`src/pio_pkg.sv`:
```
// package: register map, reset values, mode codes and carriers for the parallel i/o ports
package pio_pkg;

    localparam int unsigned PIO_WIDTH = 8;

    // ----------------------------------------------------------------
    // register indices (byte address is four times the index)
    // ----------------------------------------------------------------
    localparam logic [7:0] PIO_IDX_P1_DIR   = 8'hb0;
    localparam logic [7:0] PIO_IDX_P2_DIR   = 8'hb1;
    localparam logic [7:0] PIO_IDX_P1_LATCH = 8'hb2;
    localparam logic [7:0] PIO_IDX_P2_LATCH = 8'hb3;
    localparam logic [7:0] PIO_IDX_P3_PULL  = 8'haf;
    localparam logic [7:0] PIO_IDX_P1_PINS  = 8'hbc;
    localparam logic [7:0] PIO_IDX_P2_PINS  = 8'hbd;
    localparam logic [7:0] PIO_IDX_MODE     = 8'hbe;

    // ----------------------------------------------------------------
    // reset and read-back values
    // ----------------------------------------------------------------
    localparam logic [7:0]  PIO_RST_LATCH    = 8'h00;
    localparam logic [7:0]  PIO_RST_PULL     = 8'h00;
    localparam logic [7:0]  PIO_RST_DIR_LOW  = 8'h00;
    localparam logic [7:0]  PIO_RST_DIR_HIGH = 8'hff;
    localparam logic [7:0]  PIO_RD_WO        = 8'hff;
    localparam logic [31:0] PIO_RD_NONE      = 32'h0000_0000;

    // ----------------------------------------------------------------
    // operating mode codes on the mode straps
    // ----------------------------------------------------------------
    localparam logic [1:0] PIO_MODE_1 = 2'h1;

    // ----------------------------------------------------------------
    // ahb transfer type bits
    // ----------------------------------------------------------------
    localparam logic [1:0] PIO_HTRANS_NONSEQ = 2'h2;

    // ----------------------------------------------------------------
    // carriers
    // ----------------------------------------------------------------
    typedef struct packed {
        logic [7:0] out;
        logic [7:0] oe;
    } pio_drive_t;

    typedef struct packed {
        logic       valid;
        logic       write;
        logic [7:0] idx;
    } pio_phase_t;

endpackage

```
`src/pio_port_pins.sv`:
```
// module: per-pin drive and input sampling for one bidirectional 8-bit port
module pio_port_pins
(
    input  wire logic              hclk,
    input  wire logic              hresetn,
    input  wire logic [7:0]        dir,
    input  wire logic [7:0]        latch,
    input  wire logic [7:0]        pin_in,
    output pio_pkg::pio_drive_t    drive,
    output logic      [7:0]        pin_level
);
    import pio_pkg::*;

    logic [7:0] pin_q;

    // ----------------------------------------------------------------
    // pin drivers: a 0 direction bit leaves the pin floating as input
    // ----------------------------------------------------------------
    genvar i;
    generate
        for (i = 0; i < PIO_WIDTH; i++)
        begin : g_pin
            assign drive.oe[i]  = dir[i];
            assign drive.out[i] = latch[i] & dir[i];
        end
    endgenerate

    // pins are synchronous to hclk, so one stage of capture suffices
    always_ff @(posedge hclk or negedge hresetn)
    begin
        if (!hresetn)
            pin_q <= 8'h00;
        else
            pin_q <= pin_in;
    end

    assign pin_level = pin_q;

endmodule // pio_port_pins

```
`src/pio_ports.sv`:
```
// module: parallel i/o ports 1 to 3 with an ahb-lite register slave
//
// What this block does
// - port 3 has an 8-bit read/write pull-up select register whose bits all reset to 0.
// - each port 3 pull-up is on while its select bit is 1 and off while it is 0.
// - port 1 direction: 0 input, 1 output; all 1 and locked in mode 1, else reset 0, write-only.
// - port 1 has an 8-bit read/write output latch that resets to 0.
//
// The AHB-Lite interface to the registers was chosen for this implementation.
module pio_ports
(
    input  wire logic              hclk,
    input  wire logic              hresetn,
    input  wire logic              hsel,
    input  wire logic [31:0]       haddr,
    input  wire logic [1:0]        htrans,
    input  wire logic              hwrite,
    input  wire logic [2:0]        hsize,
    input  wire logic [31:0]       hwdata,
    input  wire logic              hready,
    output logic      [31:0]       hrdata,
    output logic                   hreadyout,
    output logic                   hresp,
    input  wire logic [1:0]        mode_sel,
    input  wire logic [7:0]        port1_in,
    output pio_pkg::pio_drive_t    port1_drive,
    input  wire logic [7:0]        port2_in,
    output pio_pkg::pio_drive_t    port2_drive,
    output logic      [7:0]        port3_pullup_en
);
    import pio_pkg::*;

    // ----------------------------------------------------------------
    // state
    // ----------------------------------------------------------------
    pio_phase_t  phase_q;
    logic        rd_wait_q;
    logic [31:0] rdata_q;
    logic        init_q;
    logic [1:0]  mode_q;
    logic [7:0]  port1_direction_q;
    logic [7:0]  port2_direction_q;
    logic [7:0]  port1_output_latch_q;
    logic [7:0]  port2_output_latch_q;
    logic [7:0]  port3_pullup_select_q;
    logic [7:0]  p1_level;
    logic [7:0]  p2_level;

    // ----------------------------------------------------------------
    // address phase decode
    // ----------------------------------------------------------------
    wire        addr_take = hsel & hready & htrans[1];
    wire        addr_ok   = (haddr[31:10] == 22'h0) & (haddr[1:0] == 2'h0);
    wire [7:0]  addr_idx  = haddr[9:2];
    pio_phase_t phase_d;
    assign phase_d.valid = addr_take & addr_ok;
    assign phase_d.write = hwrite;
    assign phase_d.idx   = addr_idx;

    // ----------------------------------------------------------------
    // data phase strobes
    // ----------------------------------------------------------------
    wire wr_now   = phase_q.valid & phase_q.write;
    wire rd_now   = phase_q.valid & ~phase_q.write;
    wire mode_lck = (mode_q == PIO_MODE_1);

    wire wr_p1_dir   = wr_now & (phase_q.idx == PIO_IDX_P1_DIR) & ~mode_lck;
    wire wr_p2_dir   = wr_now & (phase_q.idx == PIO_IDX_P2_DIR) & ~mode_lck;
    wire wr_p1_latch = wr_now & (phase_q.idx == PIO_IDX_P1_LATCH);
    wire wr_p2_latch = wr_now & (phase_q.idx == PIO_IDX_P2_LATCH);
    wire wr_p3_pull  = wr_now & (phase_q.idx == PIO_IDX_P3_PULL);

    // ----------------------------------------------------------------
    // read mux
    // ----------------------------------------------------------------
    // direction registers are write-only, so they never leak through here
    logic [31:0] rd_mux;
    always_comb
    begin
        case (phase_q.idx)
            PIO_IDX_P1_DIR:   rd_mux = {24'h0, PIO_RD_WO};
            PIO_IDX_P2_DIR:   rd_mux = {24'h0, PIO_RD_WO};
            PIO_IDX_P1_LATCH: rd_mux = {24'h0, port1_output_latch_q};
            PIO_IDX_P2_LATCH: rd_mux = {24'h0, port2_output_latch_q};
            PIO_IDX_P3_PULL:  rd_mux = {24'h0, port3_pullup_select_q};
            PIO_IDX_P1_PINS:  rd_mux = {24'h0, p1_level};
            PIO_IDX_P2_PINS:  rd_mux = {24'h0, p2_level};
            PIO_IDX_MODE:     rd_mux = {30'h0, mode_q};
            default:          rd_mux = PIO_RD_NONE;
        endcase
    end

    // ----------------------------------------------------------------
    // bus slave
    // ----------------------------------------------------------------
    // one wait state on reads while rd_mux is registered into rdata_q, which drives hrdata
    always_ff @(posedge hclk or negedge hresetn)
    begin
        if (!hresetn)
        begin
            phase_q   <= '0;
            rd_wait_q <= 1'h0;
            rdata_q   <= PIO_RD_NONE;
        end
        else
        begin
            if (hreadyout)
                phase_q <= phase_d;
            rd_wait_q <= rd_now & ~rd_wait_q;
            if (rd_now & ~rd_wait_q)
                rdata_q <= rd_mux;
        end
    end

    assign hreadyout = ~(rd_now & ~rd_wait_q);
    assign hresp     = 1'h0;
    assign hrdata    = rdata_q;

    // ----------------------------------------------------------------
    // mode straps and direction initialisation
    // ----------------------------------------------------------------
    // the straps are caught on the first edge after reset release, so the
    // mode 1 all-output state appears one cycle after that release
    always_ff @(posedge hclk or negedge hresetn)
    begin
        if (!hresetn)
        begin
            init_q <= 1'h0;
            mode_q <= 2'h0;
        end
        else if (!init_q)
        begin
            init_q <= 1'h1;
            mode_q <= mode_sel;
        end
    end

    wire init_lck = ~init_q & (mode_sel == PIO_MODE_1);

    always_ff @(posedge hclk or negedge hresetn)
    begin
        if (!hresetn)
        begin
            port1_direction_q <= PIO_RST_DIR_LOW;
            port2_direction_q <= PIO_RST_DIR_LOW;
        end
        else
        begin
            if (init_lck)
                port1_direction_q <= PIO_RST_DIR_HIGH;
            else if (wr_p1_dir)
                port1_direction_q <= hwdata[7:0];
            if (init_lck)
                port2_direction_q <= PIO_RST_DIR_HIGH;
            else if (wr_p2_dir)
                port2_direction_q <= hwdata[7:0];
        end
    end

    // ----------------------------------------------------------------
    // output latches and pull-up select
    // ----------------------------------------------------------------
    always_ff @(posedge hclk or negedge hresetn)
    begin
        if (!hresetn)
        begin
            port1_output_latch_q  <= PIO_RST_LATCH;
            port2_output_latch_q  <= PIO_RST_LATCH;
            port3_pullup_select_q <= PIO_RST_PULL;
        end
        else
        begin
            if (wr_p1_latch)
                port1_output_latch_q <= hwdata[7:0];
            if (wr_p2_latch)
                port2_output_latch_q <= hwdata[7:0];
            if (wr_p3_pull)
                port3_pullup_select_q <= hwdata[7:0];
        end
    end

    assign port3_pullup_en = port3_pullup_select_q;

    // ----------------------------------------------------------------
    // pin logic
    // ----------------------------------------------------------------
    pio_port_pins u_port1
    (
        .hclk      (hclk),
        .hresetn   (hresetn),
        .dir       (port1_direction_q),
        .latch     (port1_output_latch_q),
        .pin_in    (port1_in),
        .drive     (port1_drive),
        .pin_level (p1_level)
    );

    pio_port_pins u_port2
    (
        .hclk      (hclk),
        .hresetn   (hresetn),
        .dir       (port2_direction_q),
        .latch     (port2_output_latch_q),
        .pin_in    (port2_in),
        .drive     (port2_drive),
        .pin_level (p2_level)
    );

    wire hp_wr_p1_dir   = wr_now & (phase_q.idx == PIO_IDX_P1_DIR);
    wire hp_wr_p2_dir   = wr_now & (phase_q.idx == PIO_IDX_P2_DIR);
    wire hp_rd_p1_latch = rd_now & ~rd_wait_q & (phase_q.idx == PIO_IDX_P1_LATCH);
    wire hp_rd_p2_latch = rd_now & ~rd_wait_q & (phase_q.idx == PIO_IDX_P2_LATCH);
    wire hp_rd_pull     = rd_now & ~rd_wait_q & (phase_q.idx == PIO_IDX_P3_PULL);
    wire hp_rd_p1_pins  = rd_now & ~rd_wait_q & (phase_q.idx == PIO_IDX_P1_PINS);
    wire hp_rd_dir      = rd_now & ~rd_wait_q &
                          ((phase_q.idx == PIO_IDX_P1_DIR) | (phase_q.idx == PIO_IDX_P2_DIR));
endmodule // pio_ports

```
`config.mk`:
```
export PLATFORM = sky130hd
export DESIGN_NAME = pio_ports
export DESIGN_NICKNAME = d
export VERILOG_FILES = /design/src/pio_pkg.sv /design/src/pio_port_pins.sv /design/src/pio_ports.sv
export SDC_FILE = /design/constraint.sdc
export NUM_CORES = 1
export LEC_CHECK = 0
export BUFFER_PORTS_ARGS = -buffer_cell sky130_fd_sc_hd__buf_2
export CORE_AREA = 2 2 94 96
export CTS_CLUSTER_SIZE = 24
export DETAILED_ROUTE_END_ITERATION = 8
export DIE_AREA = 0 0 96 98
export GPL_ROUTABILITY_DRIVEN = 0
export PLACE_DENSITY = 0.77
export SLEW_MARGIN = 15
export SYNTH_ARGS = -nofsm -noshare
export SYNTH_HDL_FRONTEND = slang
export SYNTH_SLANG_ARGS = --single-unit
export TNS_END_PERCENT = 50
```
`constraint.sdc`:
```
create_clock -name hclk -period 2.4 [get_ports hclk]
set_clock_uncertainty 0.05 [all_clocks]
set_input_delay 0.72 -clock hclk [delete_from_list [all_inputs] [get_ports hclk]]
set_output_delay 0.72 -clock hclk [all_outputs]
set_load 0.01 [all_outputs]
```
==> metrics, run 1 <==
number of antenna violations at the first check in global routing=0; fraction of post-synthesis cell area in the top cell type by area=0.5260; CTS sink cnt=between 70 and 80; Total Negative Setup Slacks=0 ns; Max Fclk=~440 MHz; number of nets in the layout=540; row cnt=34; worst IR drop on VDD=0.2766 mV; biggest cell delay along the critical path=roughly 0.60 ns; startpoint type of the worst setup path=register; vias post-DR=2845; wire length per cell=15.78 µm; number of top-level pins=roughly 170; number of cells produced by synthesis=327; hold slack=0.2924 ns; final critical-path share of the clock period=0.9564; total inserted antenna cells=0; static leakage=2.108 nW; async set-reset flop share out of synthesis=1.000; Hold/Removal Path Class=primary input to async pin; area of the core region=8466 µm²; CP Class=register to output pin; shortest clock period the worst path allows after layout=2.295 ns; critical path capture point type=output pin; maximum number of pins on one net before global-route repair=43; pre-CTS worst setup slack=0.3131 ns; I/O Buffers=112; number of max-capacitance violations reported=0; CTS H-Tree Depth=3; cells taking the most area after synthesis=sky130_fd_sc_hd__dfrtp_1, sky130_fd_sc_hd__mux2_2, sky130_fd_sc_hd__buf_4; Worst Slack Setup Final=0.1047 ns; Cell Area, Synth=3711 µm²; final number of hold-violating endpoints=0; Post-Place Cell Area=4332 µm²; detailed-routing iteration count for the pre-antenna-repair pass=4; Setup crit start=phase_q[8]; maximum fanout along the worst path=9; largest buffer count on any clock path=2; actual slew at the worst max-slew pin=roughly 0.65 ns; number of buffers created by CTS=9; Worst-Skew Late Latency=0.34 ns; chain of cells forming the critical path=or3b_2 > buf_2; number of global-route vias before repair=2729; post-route standard cell area excluding fillers=4514 µm²; # Post-CTS Setup Buffers=0; count of final max-slew check failures=0; mean area per synthesized cell=11.35 µm²; flops & latches, synth=between 70 and 80; data required time of the critical path=between 1.5 and 2 ns; remaining antenna violation count after routing=0; total of cells resized after clock tree synthesis=0; power per cell area=565.4 nW/µm²; number of unique standard cell types used by synthesis=45; proportion of synthesized chip area in sequential cells=0.5260; via density per instance=5.080; outcome=finished clean; Overall Global Routing Usage=0.1948; EDFF count, synth=0; clock tree from TritonCTS=built; Synthesis Warnings=0; final setup violation count=0; layout overhead on the synthesized area=21.65%; wire length of the first global-routing pass=13.86 mm; Worst Reg-to-Reg Cells=4; cell type contributing the most total cell area after synthesis=sky130_fd_sc_hd__dfrtp_1; Crit-path slowest cell=sky130_fd_sc_hd__or3b_2; violation count after the first detailed-route iteration=173; height of the die=between 90 and 100 µm; number of buffers inserted for hold repair after clock tree synthesis=0; worst reg2reg path startpoint=phase_q[4]; Critical Path AT=between 1.5 and 2 ns; fraction of layout cells with a size suffix above 1=0.3827; clock slew at reported path FFs=0.07 ns; overflow left after global routing=0; Die Span X=96 µm; sum of net half-perimeters after detailed placement=6.561 mm; main flop type after synthesis=sky130_fd_sc_hd__dfrtp_1; effective utilization at floorplan=0.4384; RSZ-0062 raised after global routing=false; Remaining DRCs=0; DRT Wirelength=8.836 mm; die area=9408 µm²; clock root buffer=sky130_fd_sc_hd__clkbuf_8; Slew headroom=0.5658
worst max-delay path, delay by kind of cell, from the launching register on:
| family | cells | cell delay, ns |
|---|---|---|
| simple gates | 1 | 0.60 |
| flops | 1 | 0.38 |
| buf+inv | 1 | 0.19 |
cell families after synthesis:
group | count (synthesis) | share of synthesized area
DFF | 78 | 0.5260
other | 2 | 0.002024
muxes | 47 | 0.1440
AOI/OAI and AO/OA | 40 | 0.06743
buffers and inverters | 42 | 0.07788
and+or+nand+nor | 118 | 0.1827
power by group:
part	internal [W]	total, W	leakage (nW)	switching (W)
clock network	0.000506	0.000942	0.0908	0.000436
logic	0.0000988	0.000222	1.11	0.000123
registers	0.00135	0.00139	0.904	0.0000349
total	0.00196	0.00255	2.11	0.000594
cell type report:
class	count	area, µm²
clock buffer	14	152.6
clock inverter	1	30.03
fill	764	3951
inverter	3	11.26
multi-input combinational	231	1560
sequential	78	1952
tap	108	135.1
timing repair buffer	125	673.1
cell usage in the layout (no fill, tap or decap), types with 4 or more instances in the layout:
| cell type | instances |
|---|---|
| sky130_fd_sc_hd__buf_2 | 111 |
| sky130_fd_sc_hd__dfrtp_1 | 78 |
| sky130_fd_sc_hd__nand2_1 | 53 |
| sky130_fd_sc_hd__conb_1 | 26 |
| sky130_fd_sc_hd__mux2i_1 | 20 |
| sky130_fd_sc_hd__mux2_2 | 19 |
| sky130_fd_sc_hd__and2_1 | 17 |
| sky130_fd_sc_hd__o21ai_0 | 15 |
| sky130_fd_sc_hd__buf_4 | 13 |
| sky130_fd_sc_hd__clkbuf_8 | 10 |
| sky130_fd_sc_hd__mux2_4 | 8 |
| sky130_fd_sc_hd__nor2b_1 | 7 |
| sky130_fd_sc_hd__nand4_1 | 6 |
| sky130_fd_sc_hd__nor2_1 | 5 |
| sky130_fd_sc_hd__a21oi_1 | 5 |
| sky130_fd_sc_hd__a31oi_1 | 5 |
| sky130_fd_sc_hd__a32oi_1 | 4 |
| sky130_fd_sc_hd__a221oi_1 | 4 |
| sky130_fd_sc_hd__nor4_1 | 4 |
| sky130_fd_sc_hd__clkbuf_1 | 4 |
synthesized netlist by cell type, types with 4 or more instances:
cell type                  count
sky130_fd_sc_hd__a32oi_1       4
sky130_fd_sc_hd__nor2_1        5
sky130_fd_sc_hd__nand4_1       6
sky130_fd_sc_hd__buf_6         4
sky130_fd_sc_hd__and2_1       17
sky130_fd_sc_hd__mux2i_1      20
sky130_fd_sc_hd__dfrtp_1      78
sky130_fd_sc_hd__nor2b_1       7
sky130_fd_sc_hd__nand2_1      53
sky130_fd_sc_hd__mux2_2       19
sky130_fd_sc_hd__buf_4        27
sky130_fd_sc_hd__a21oi_1       5
sky130_fd_sc_hd__clkbuf_1      6
sky130_fd_sc_hd__nor4_1        4
sky130_fd_sc_hd__a221oi_1      4
sky130_fd_sc_hd__mux2_4        8
sky130_fd_sc_hd__a31oi_1       5
sky130_fd_sc_hd__o21ai_0      15
routing by layer:
metal | GRT usage | vias up | wire [µm]
met3 | 0.04707 | 13 | 593
li1 | - | 1332 | -
met2 | 0.3098 | 123 | 4237
met1 | 0.2595 | 1377 | 3835
met5 | 0 | - | 0
met4 | 0.06703 | 0 | 170
registers in the layout, summed over array words and instances, names as in the netlist:
| register | cells |
|---|---|
| init_q | 1 |
| u_port1.pin_level | 8 |
| port2_output_latch_q | 8 |
| mode_q | 2 |
| port1_direction_q | 8 |
| port2_direction_q | 8 |
| port3_pullup_en | 8 |
| u_port2.pin_level | 8 |
| phase_q | 10 |
| port1_output_latch_q | 8 |
| rd_wait_q | 1 |
| hrdata | 8 |
metrics by stage:
step	utilization	total power (W)	cells
final	0.5333	0.002553	560
after CTS	0.5333	0.002578	560
after detailed placement	0.5117	0.001637	545
after floorplan	-	0.001539	351
after global routing	0.5333	0.002654	560
after global placement	0.5117	0.001629	545
final timing paths:
path | to | slack [ns]
hold reg to reg | hrdata[4] | 0.43
hold / removal | port1_direction_q[5] | 0.29
max in group asynchronous | port3_pullup_en[5] | 1.42
min in group hclk | u_port2.pin_level[3] | 0.43
setup reg to reg | port2_output_latch_q[2] | 0.30
setup / recovery | hreadyout | 0.10
Note: power is estimated with default switching activity, not from simulation.
==> run 2: changes to the inputs <==
--- a/config.mk
+++ b/config.mk
@@ -6,12 +6,14 @@
 export NUM_CORES = 1
 export LEC_CHECK = 0
 export BUFFER_PORTS_ARGS = -buffer_cell sky130_fd_sc_hd__buf_2
+export CAP_MARGIN = 25
 export CORE_AREA = 2 2 94 96
 export CTS_CLUSTER_SIZE = 24
 export DETAILED_ROUTE_END_ITERATION = 8
 export DIE_AREA = 0 0 96 98
 export GPL_ROUTABILITY_DRIVEN = 0
 export PLACE_DENSITY = 0.77
+export RECOVER_POWER = 25
 export SLEW_MARGIN = 15
 export SYNTH_ARGS = -nofsm -noshare
 export SYNTH_HDL_FRONTEND = slang
==> run 2 against run 1 <==
Net effect: clock power about the same; first-iteration DRC count shrank 3.5%; register-to-register slack barely moved; die area stayed put; sequential share of layout area about the same; count of clock-buffer cells in the layout unchanged; combinational power is essentially flat; worst setup slack about the same.
==> metrics, run 2 (synthesis gave the netlist of run 1 again) <==
final number of hold-violating endpoints=0; number of buffers inserted for hold repair after clock tree synthesis=0; most frequent cells in the layout=sky130_fd_sc_hd__buf_2, sky130_fd_sc_hd__dfrtp_1, sky130_fd_sc_hd__nand2_1; number of buffers created by CTS=9; power per cell area=565.9 nW/µm²; Hold/Removal Path Class=primary input to register; outcome=finished clean; violation count after the first detailed-route iteration=167; Worst-Skew Late Latency=~0.34 ns; Crit-path slowest cell=sky130_fd_sc_hd__or3b_2; Critical Path AT=between 1.5 and 2 ns; number of global-route vias before repair=2729; clock tree from TritonCTS=built; number of top-level pins=166; number of max-capacitance violations reported=0; die area=approximately 9400 µm²; maximum fanout along the worst path=9; CP Class=register to output pin; final setup violation count=0; number of flip-flops in the largest register=10; static leakage=about 2.1 nW; clock root buffer=sky130_fd_sc_hd__clkbuf_8; placed cell count=between 500 and 600; wire length of the first global-routing pass=13.86 mm; layout overhead on the synthesized area=21.54%; most common library cell in the layout ignoring fill and taps=sky130_fd_sc_hd__buf_2; maximum number of pins on one net before global-route repair=43; height of the die=98 µm; Slew headroom=0.3442; Filler Cells Inserted=766; sum of net half-perimeters after detailed placement=~6.6 mm; effective utilization at floorplan=0.4384; total of cells resized after clock tree synthesis=0; Die Span X=96 µm; I/O Buffers=between 100 and 150; Overall Global Routing Usage=0.1948; wire length per cell=15.80 µm; actual slew at the worst max-slew pin=0.9837 ns; total inserted antenna cells=0; worst IR drop on VDD=0.2766 mV; fraction of layout cells with a size suffix above 1=0.3805; Remaining DRCs=0; final critical-path share of the clock period=0.9565; Max Fclk=around 440 MHz; sum of internal, switching and leakage power=0.002553 W; count of final max-slew check failures=0; clock slew at reported path FFs=0.07 ns; DRT Wirelength=8.849 mm; RSZ-0062 raised after global routing=false; shortest clock period the worst path allows after layout=around 2.3 ns; area of the core region=between 8000 and 9000 µm²; via density per instance=just over 5; number of antenna violations at the first check in global routing=0; largest buffer count on any clock path=2; overflow left after global routing=0; CTS H-Tree Depth=3; hold slack=roughly 0.43 ns; Post-Place Cell Area=4332 µm²; vias post-DR=around 2900; post-route standard cell area excluding fillers=4511 µm²; biggest cell delay along the critical path=~0.60 ns; Total Negative Setup Slacks=0 ns; # Post-CTS Setup Buffers=0; data required time of the critical path=1.63 ns; detailed-routing iteration count for the pre-antenna-repair pass=4; row cnt=34; remaining antenna violation count after routing=0; number of nets in the layout=540; Finished Layout Cells=560; register bank with the most flops=phase_q; CTS sink cnt=just under 80; chain of cells forming the critical path=or3b_2 > buf_2; critical path capture point type=output pin; startpoint type of the worst setup path=register
-- run 2: cell count changes in the layout (fill, tap and decap cells not counted), sizes merged --
cell / change
buf: -2
clkbuf: +2
-- run 2: power breakdown --
group	internal [W]	total, W	switching, W
registers	0.00135	0.00139	0.0000348
clock network	0.000506	0.000942	0.000436
logic	0.0000981	0.000222	0.000123
total	0.00196	0.00255	0.000595
-- run 2: layout make-up --
cell class	count	area, µm²	area share
clock buffer	14	152.6	0.03384
sequential	78	1952	0.4327
tap	108	135.1	0.02996
inverter	3	11.26	0.002497
timing repair buffer	125	669.4	0.1484
clock inverter	1	30.03	0.006657
multi-input combinational	231	1560	0.3459
-- run 2: critical path: cells and delay by family, from the launching register on --
kind	cells	cell delay, ns
flops	1	0.38
buf+inv	1	0.19
simple gates	1	0.60
-- run 2: final timing paths --
path                                  start                       to  slack [ns]  cells after the start
worst max-delay path             phase_q[8]                hreadyout        0.10                      2
worst min-delay path            port2_in[3]     u_port2.pin_level[3]        0.43                      1
worst max register to register   phase_q[4]  port2_output_latch_q[2]        0.30                      4
worst min register to register    hrdata[4]                hrdata[4]        0.43                      2
max in group asynchronous           hresetn       port3_pullup_en[5]        1.08                      2
min in group asynchronous           hresetn     port1_direction_q[5]        0.48                      1
-- run 2: stage by stage --
stage               utilization  setup WS [ns]
finish                   0.5328         0.1043
global route             0.5328        0.05468
CTS                      0.5333        0.08791
detailed placement       0.5117         0.3131
global placement         0.5117         0.3665
floorplan                     -         0.4671
-- run 2: routing by layer --
metal,track usage,vias up,part of all wire
met4,0.06703,0,0.017
li1,-,1331,-
met3,0.04707,11,0.067
met2,0.3098,128,0.48
met5,0,-,0
met1,0.2595,1383,0.43
==> run 3: changes to the inputs <==
--- a/config.mk
+++ b/config.mk
@@ -5,14 +5,15 @@
 export SDC_FILE = /design/constraint.sdc
 export NUM_CORES = 1
 export LEC_CHECK = 0
+export ABC_AREA = 1
 export BUFFER_PORTS_ARGS = -buffer_cell sky130_fd_sc_hd__buf_2
 export CAP_MARGIN = 25
-export CORE_AREA = 2 2 94 96
+export CORE_AREA = 2 2 93 95
 export CTS_CLUSTER_SIZE = 24
 export DETAILED_ROUTE_END_ITERATION = 8
-export DIE_AREA = 0 0 96 98
+export DIE_AREA = 0 0 95 97
 export GPL_ROUTABILITY_DRIVEN = 0
-export PLACE_DENSITY = 0.77
+export PLACE_DENSITY = 0.8
 export RECOVER_POWER = 25
 export SLEW_MARGIN = 15
 export SYNTH_ARGS = -nofsm -noshare
==> run 3 against run 2 <==
Net effect: design area rose by 3.5%; clock power rose by 22%; largest power group unchanged; via count rose by 18%; sequential power fell by 3%; critical endpoint unchanged; area after synthesis rose by 4.0%.
==> metrics, run 3 <==
height of the die=97 µm; # Post-CTS Setup Buffers=0; wire length per cell=13.11 µm; DRT Wirelength=about 9.0 mm; wire length of the first global-routing pass=approximately 15 mm; number of top-level pins=166; total of cells resized after clock tree synthesis=0; overflow left after global routing=0; clock root buffer=sky130_fd_sc_hd__clkbuf_8; fraction of layout cells with a size suffix above 1=0.2751; number of antenna violations at the first check in global routing=0; hold slack=0.4231 ns; number of buffers inserted for hold repair after clock tree synthesis=0; total length of routed met2 wires=4.596 mm; Remaining DRCs=0; startpoint type of the worst setup path=register; pre-CTS worst setup slack=0.6912 ns; CTS sink cnt=78; register-to-register setup slack=0.78 ns; clock slew at reported path FFs=around 0.080 ns; launch point of the worst hold path=port1_in[1]; Setup crit start=phase_q[8]; number of nets in the layout=between 600 and 700; final number of hold-violating endpoints=0; leading post-synthesis cells by instance count=sky130_fd_sc_hd__nand2_1, sky130_fd_sc_hd__dfrtp_1, sky130_fd_sc_hd__nor2_1, sky130_fd_sc_hd__inv_1, sky130_fd_sc_hd__nand3_1; Worst Reg-to-Reg Cells=7; sum of net half-perimeters after detailed placement=7.037 mm; Die Span X=95 µm; data required time of the critical path=1.63 ns; cell type contributing the most total cell area after synthesis=sky130_fd_sc_hd__dfrtp_1; dominant cell by count in the synthesized netlist=sky130_fd_sc_hd__nand2_1; vias post-DR=3355; capturing instance or port of the critical path=hreadyout; number of buffers created by CTS=9; violation count after the first detailed-route iteration=197; Synthesis Warnings=0; largest buffer count on any clock path=2; final critical-path share of the clock period=0.8175; maximum fanout along the worst path=2; effective utilization at floorplan=0.4744; fraction of post-synthesis cell area in the top cell type by area=0.5058; main flop type after synthesis=sky130_fd_sc_hd__dfrtp_1; total inserted antenna cells=0; detailed-routing iteration count for the pre-antenna-repair pass=5; outcome=finished clean; EDFF count, synth=0; clock tree from TritonCTS=built; shortest clock period the worst path allows after layout=1.962 ns; CP Class=register to output pin; async set-reset flop share out of synthesis=1.000; most frequent cells in the layout=sky130_fd_sc_hd__nand2_1, sky130_fd_sc_hd__buf_2, sky130_fd_sc_hd__dfrtp_1; met3 WL=634 µm; number of global-route vias before repair=3224; count of final max-slew check failures=0; worst reg2reg path startpoint=phase_q[6]; remaining antenna violation count after routing=0; via density per instance=between 4 and 5; cells taking the most area after synthesis=sky130_fd_sc_hd__dfrtp_1, sky130_fd_sc_hd__nand2_1, sky130_fd_sc_hd__nor2_1; Worst Slack Setup Final=0.4380 ns; Top Metal Used=met4; placed cell count=approximately 670; final setup violation count=0; die area=9215 µm²; Cell Area, Synth=between 3000 and 4000 µm²; power per cell area=574.0 nW/µm²; layout overhead on the synthesized area=20.95%; Hold/Removal Path Class=primary input to register; Worst-Skew Late Latency=approximately 0.35 ns; CTS H-Tree Depth=3; area of the core region=between 8000 and 9000 µm²; Reg-to-Reg End=port1_output_latch_q[2]; static leakage=between 2 and 3 nW; Met1 Routed Length=3.553 mm; Overall Global Routing Usage=0.2076; Max Fclk=509.7 MHz; critical path capture point type=output pin; Slew headroom=0.1932; most common library cell in the layout ignoring fill and taps=sky130_fd_sc_hd__nand2_1; proportion of synthesized chip area in sequential cells=0.5058; mean area per synthesized cell=8.481 µm²; number of unique standard cell types used by synthesis=28; RSZ-0062 raised after global routing=false; Critical Path AT=approximately 1.2 ns; Total Negative Setup Slacks=0 ns; number of cells produced by synthesis=455; number of flip-flops in the largest register=10; register bank with the most flops=phase_q; number of max-capacitance violations reported=0; Finished Layout Cells=683; actual slew at the worst max-slew pin=approximately 1.2 ns; I/O Buffers=112; flops & latches, synth=78; Filler Cells Inserted=734; maximum number of pins on one net before global-route repair=49; worst IR drop on VDD=0.3805 mV; row cnt=33
==> run 3: power breakdown <==
group          internal (W)  switching, W  total, W
sequential          0.00134     0.0000156   0.00135
clock              0.000685      0.000462   0.00115
combinational     0.0000595      0.000118  0.000177
total               0.00208      0.000596   0.00268
==> run 3: kinds of logic after synthesis <==
| logic type | count (synthesis) | share of synthesized area |
|---|---|---|
| flip-flops | 78 | 0.5058 |
| multiplexers | 1 | 0.002918 |
| other | 2 | 0.001946 |
| buffers and inverters | 81 | 0.1109 |
| AO/OA/AOI/OAI | 39 | 0.06680 |
| AND/OR/NAND/NOR | 254 | 0.3116 |
==> run 3: final cells by class <==
class	instances	area (µm²)	share of cell area
Inverter	49	183.9	0.03941
Timing Repair Buffer	115	594.3	0.1273
Clock inverter	7	112.6	0.02413
Multi-Input combinational cell	320	1569	0.3362
Clock buffer	9	123.9	0.02654
Sequential cell	78	1952	0.4182
Tap cell	105	131.4	0.02815
==> run 3: layer usage <==
metal / vias up / track usage
li1: 1607 / -
met1: 1599 / 0.2648
met2: 133 / 0.3372
met3: 16 / 0.05841
met5: - / 0
met4: 0 / 0.07135
==> run 3: per-stage QoR <==
step                        util  instance area, µm²  total power (W)
after floorplan                -                3949         0.001488
after global placement    0.5451                4434         0.001553
after detailed placement  0.5451                4434         0.001559
after CTS                 0.5742                4671         0.002708
after global routing      0.5738                4667         0.002786
final                     0.5738                4667         0.002679
==> run 3: worst min path at each step <==
stage | to | slack, ns | cells after the start
after global routing | u_port1.pin_level[2] | 0.40 | 1
after detailed placement | hrdata[7] | 0.41 | 2
final | u_port1.pin_level[1] | 0.42 | 1
after CTS | u_port1.pin_level[4] | 0.34 | 1
after floorplan | hrdata[0] | 0.37 | 0
after global placement | hrdata[4] | 0.41 | 2
==> run 3: critical path, cell delays in order, from the launching register on <==
cell and delay, ns:
sky130_fd_sc_hd__dfrtp_1 0.42, sky130_fd_sc_hd__nor3_2 0.21, sky130_fd_sc_hd__inv_1 0.08, sky130_fd_sc_hd__buf_2 0.14
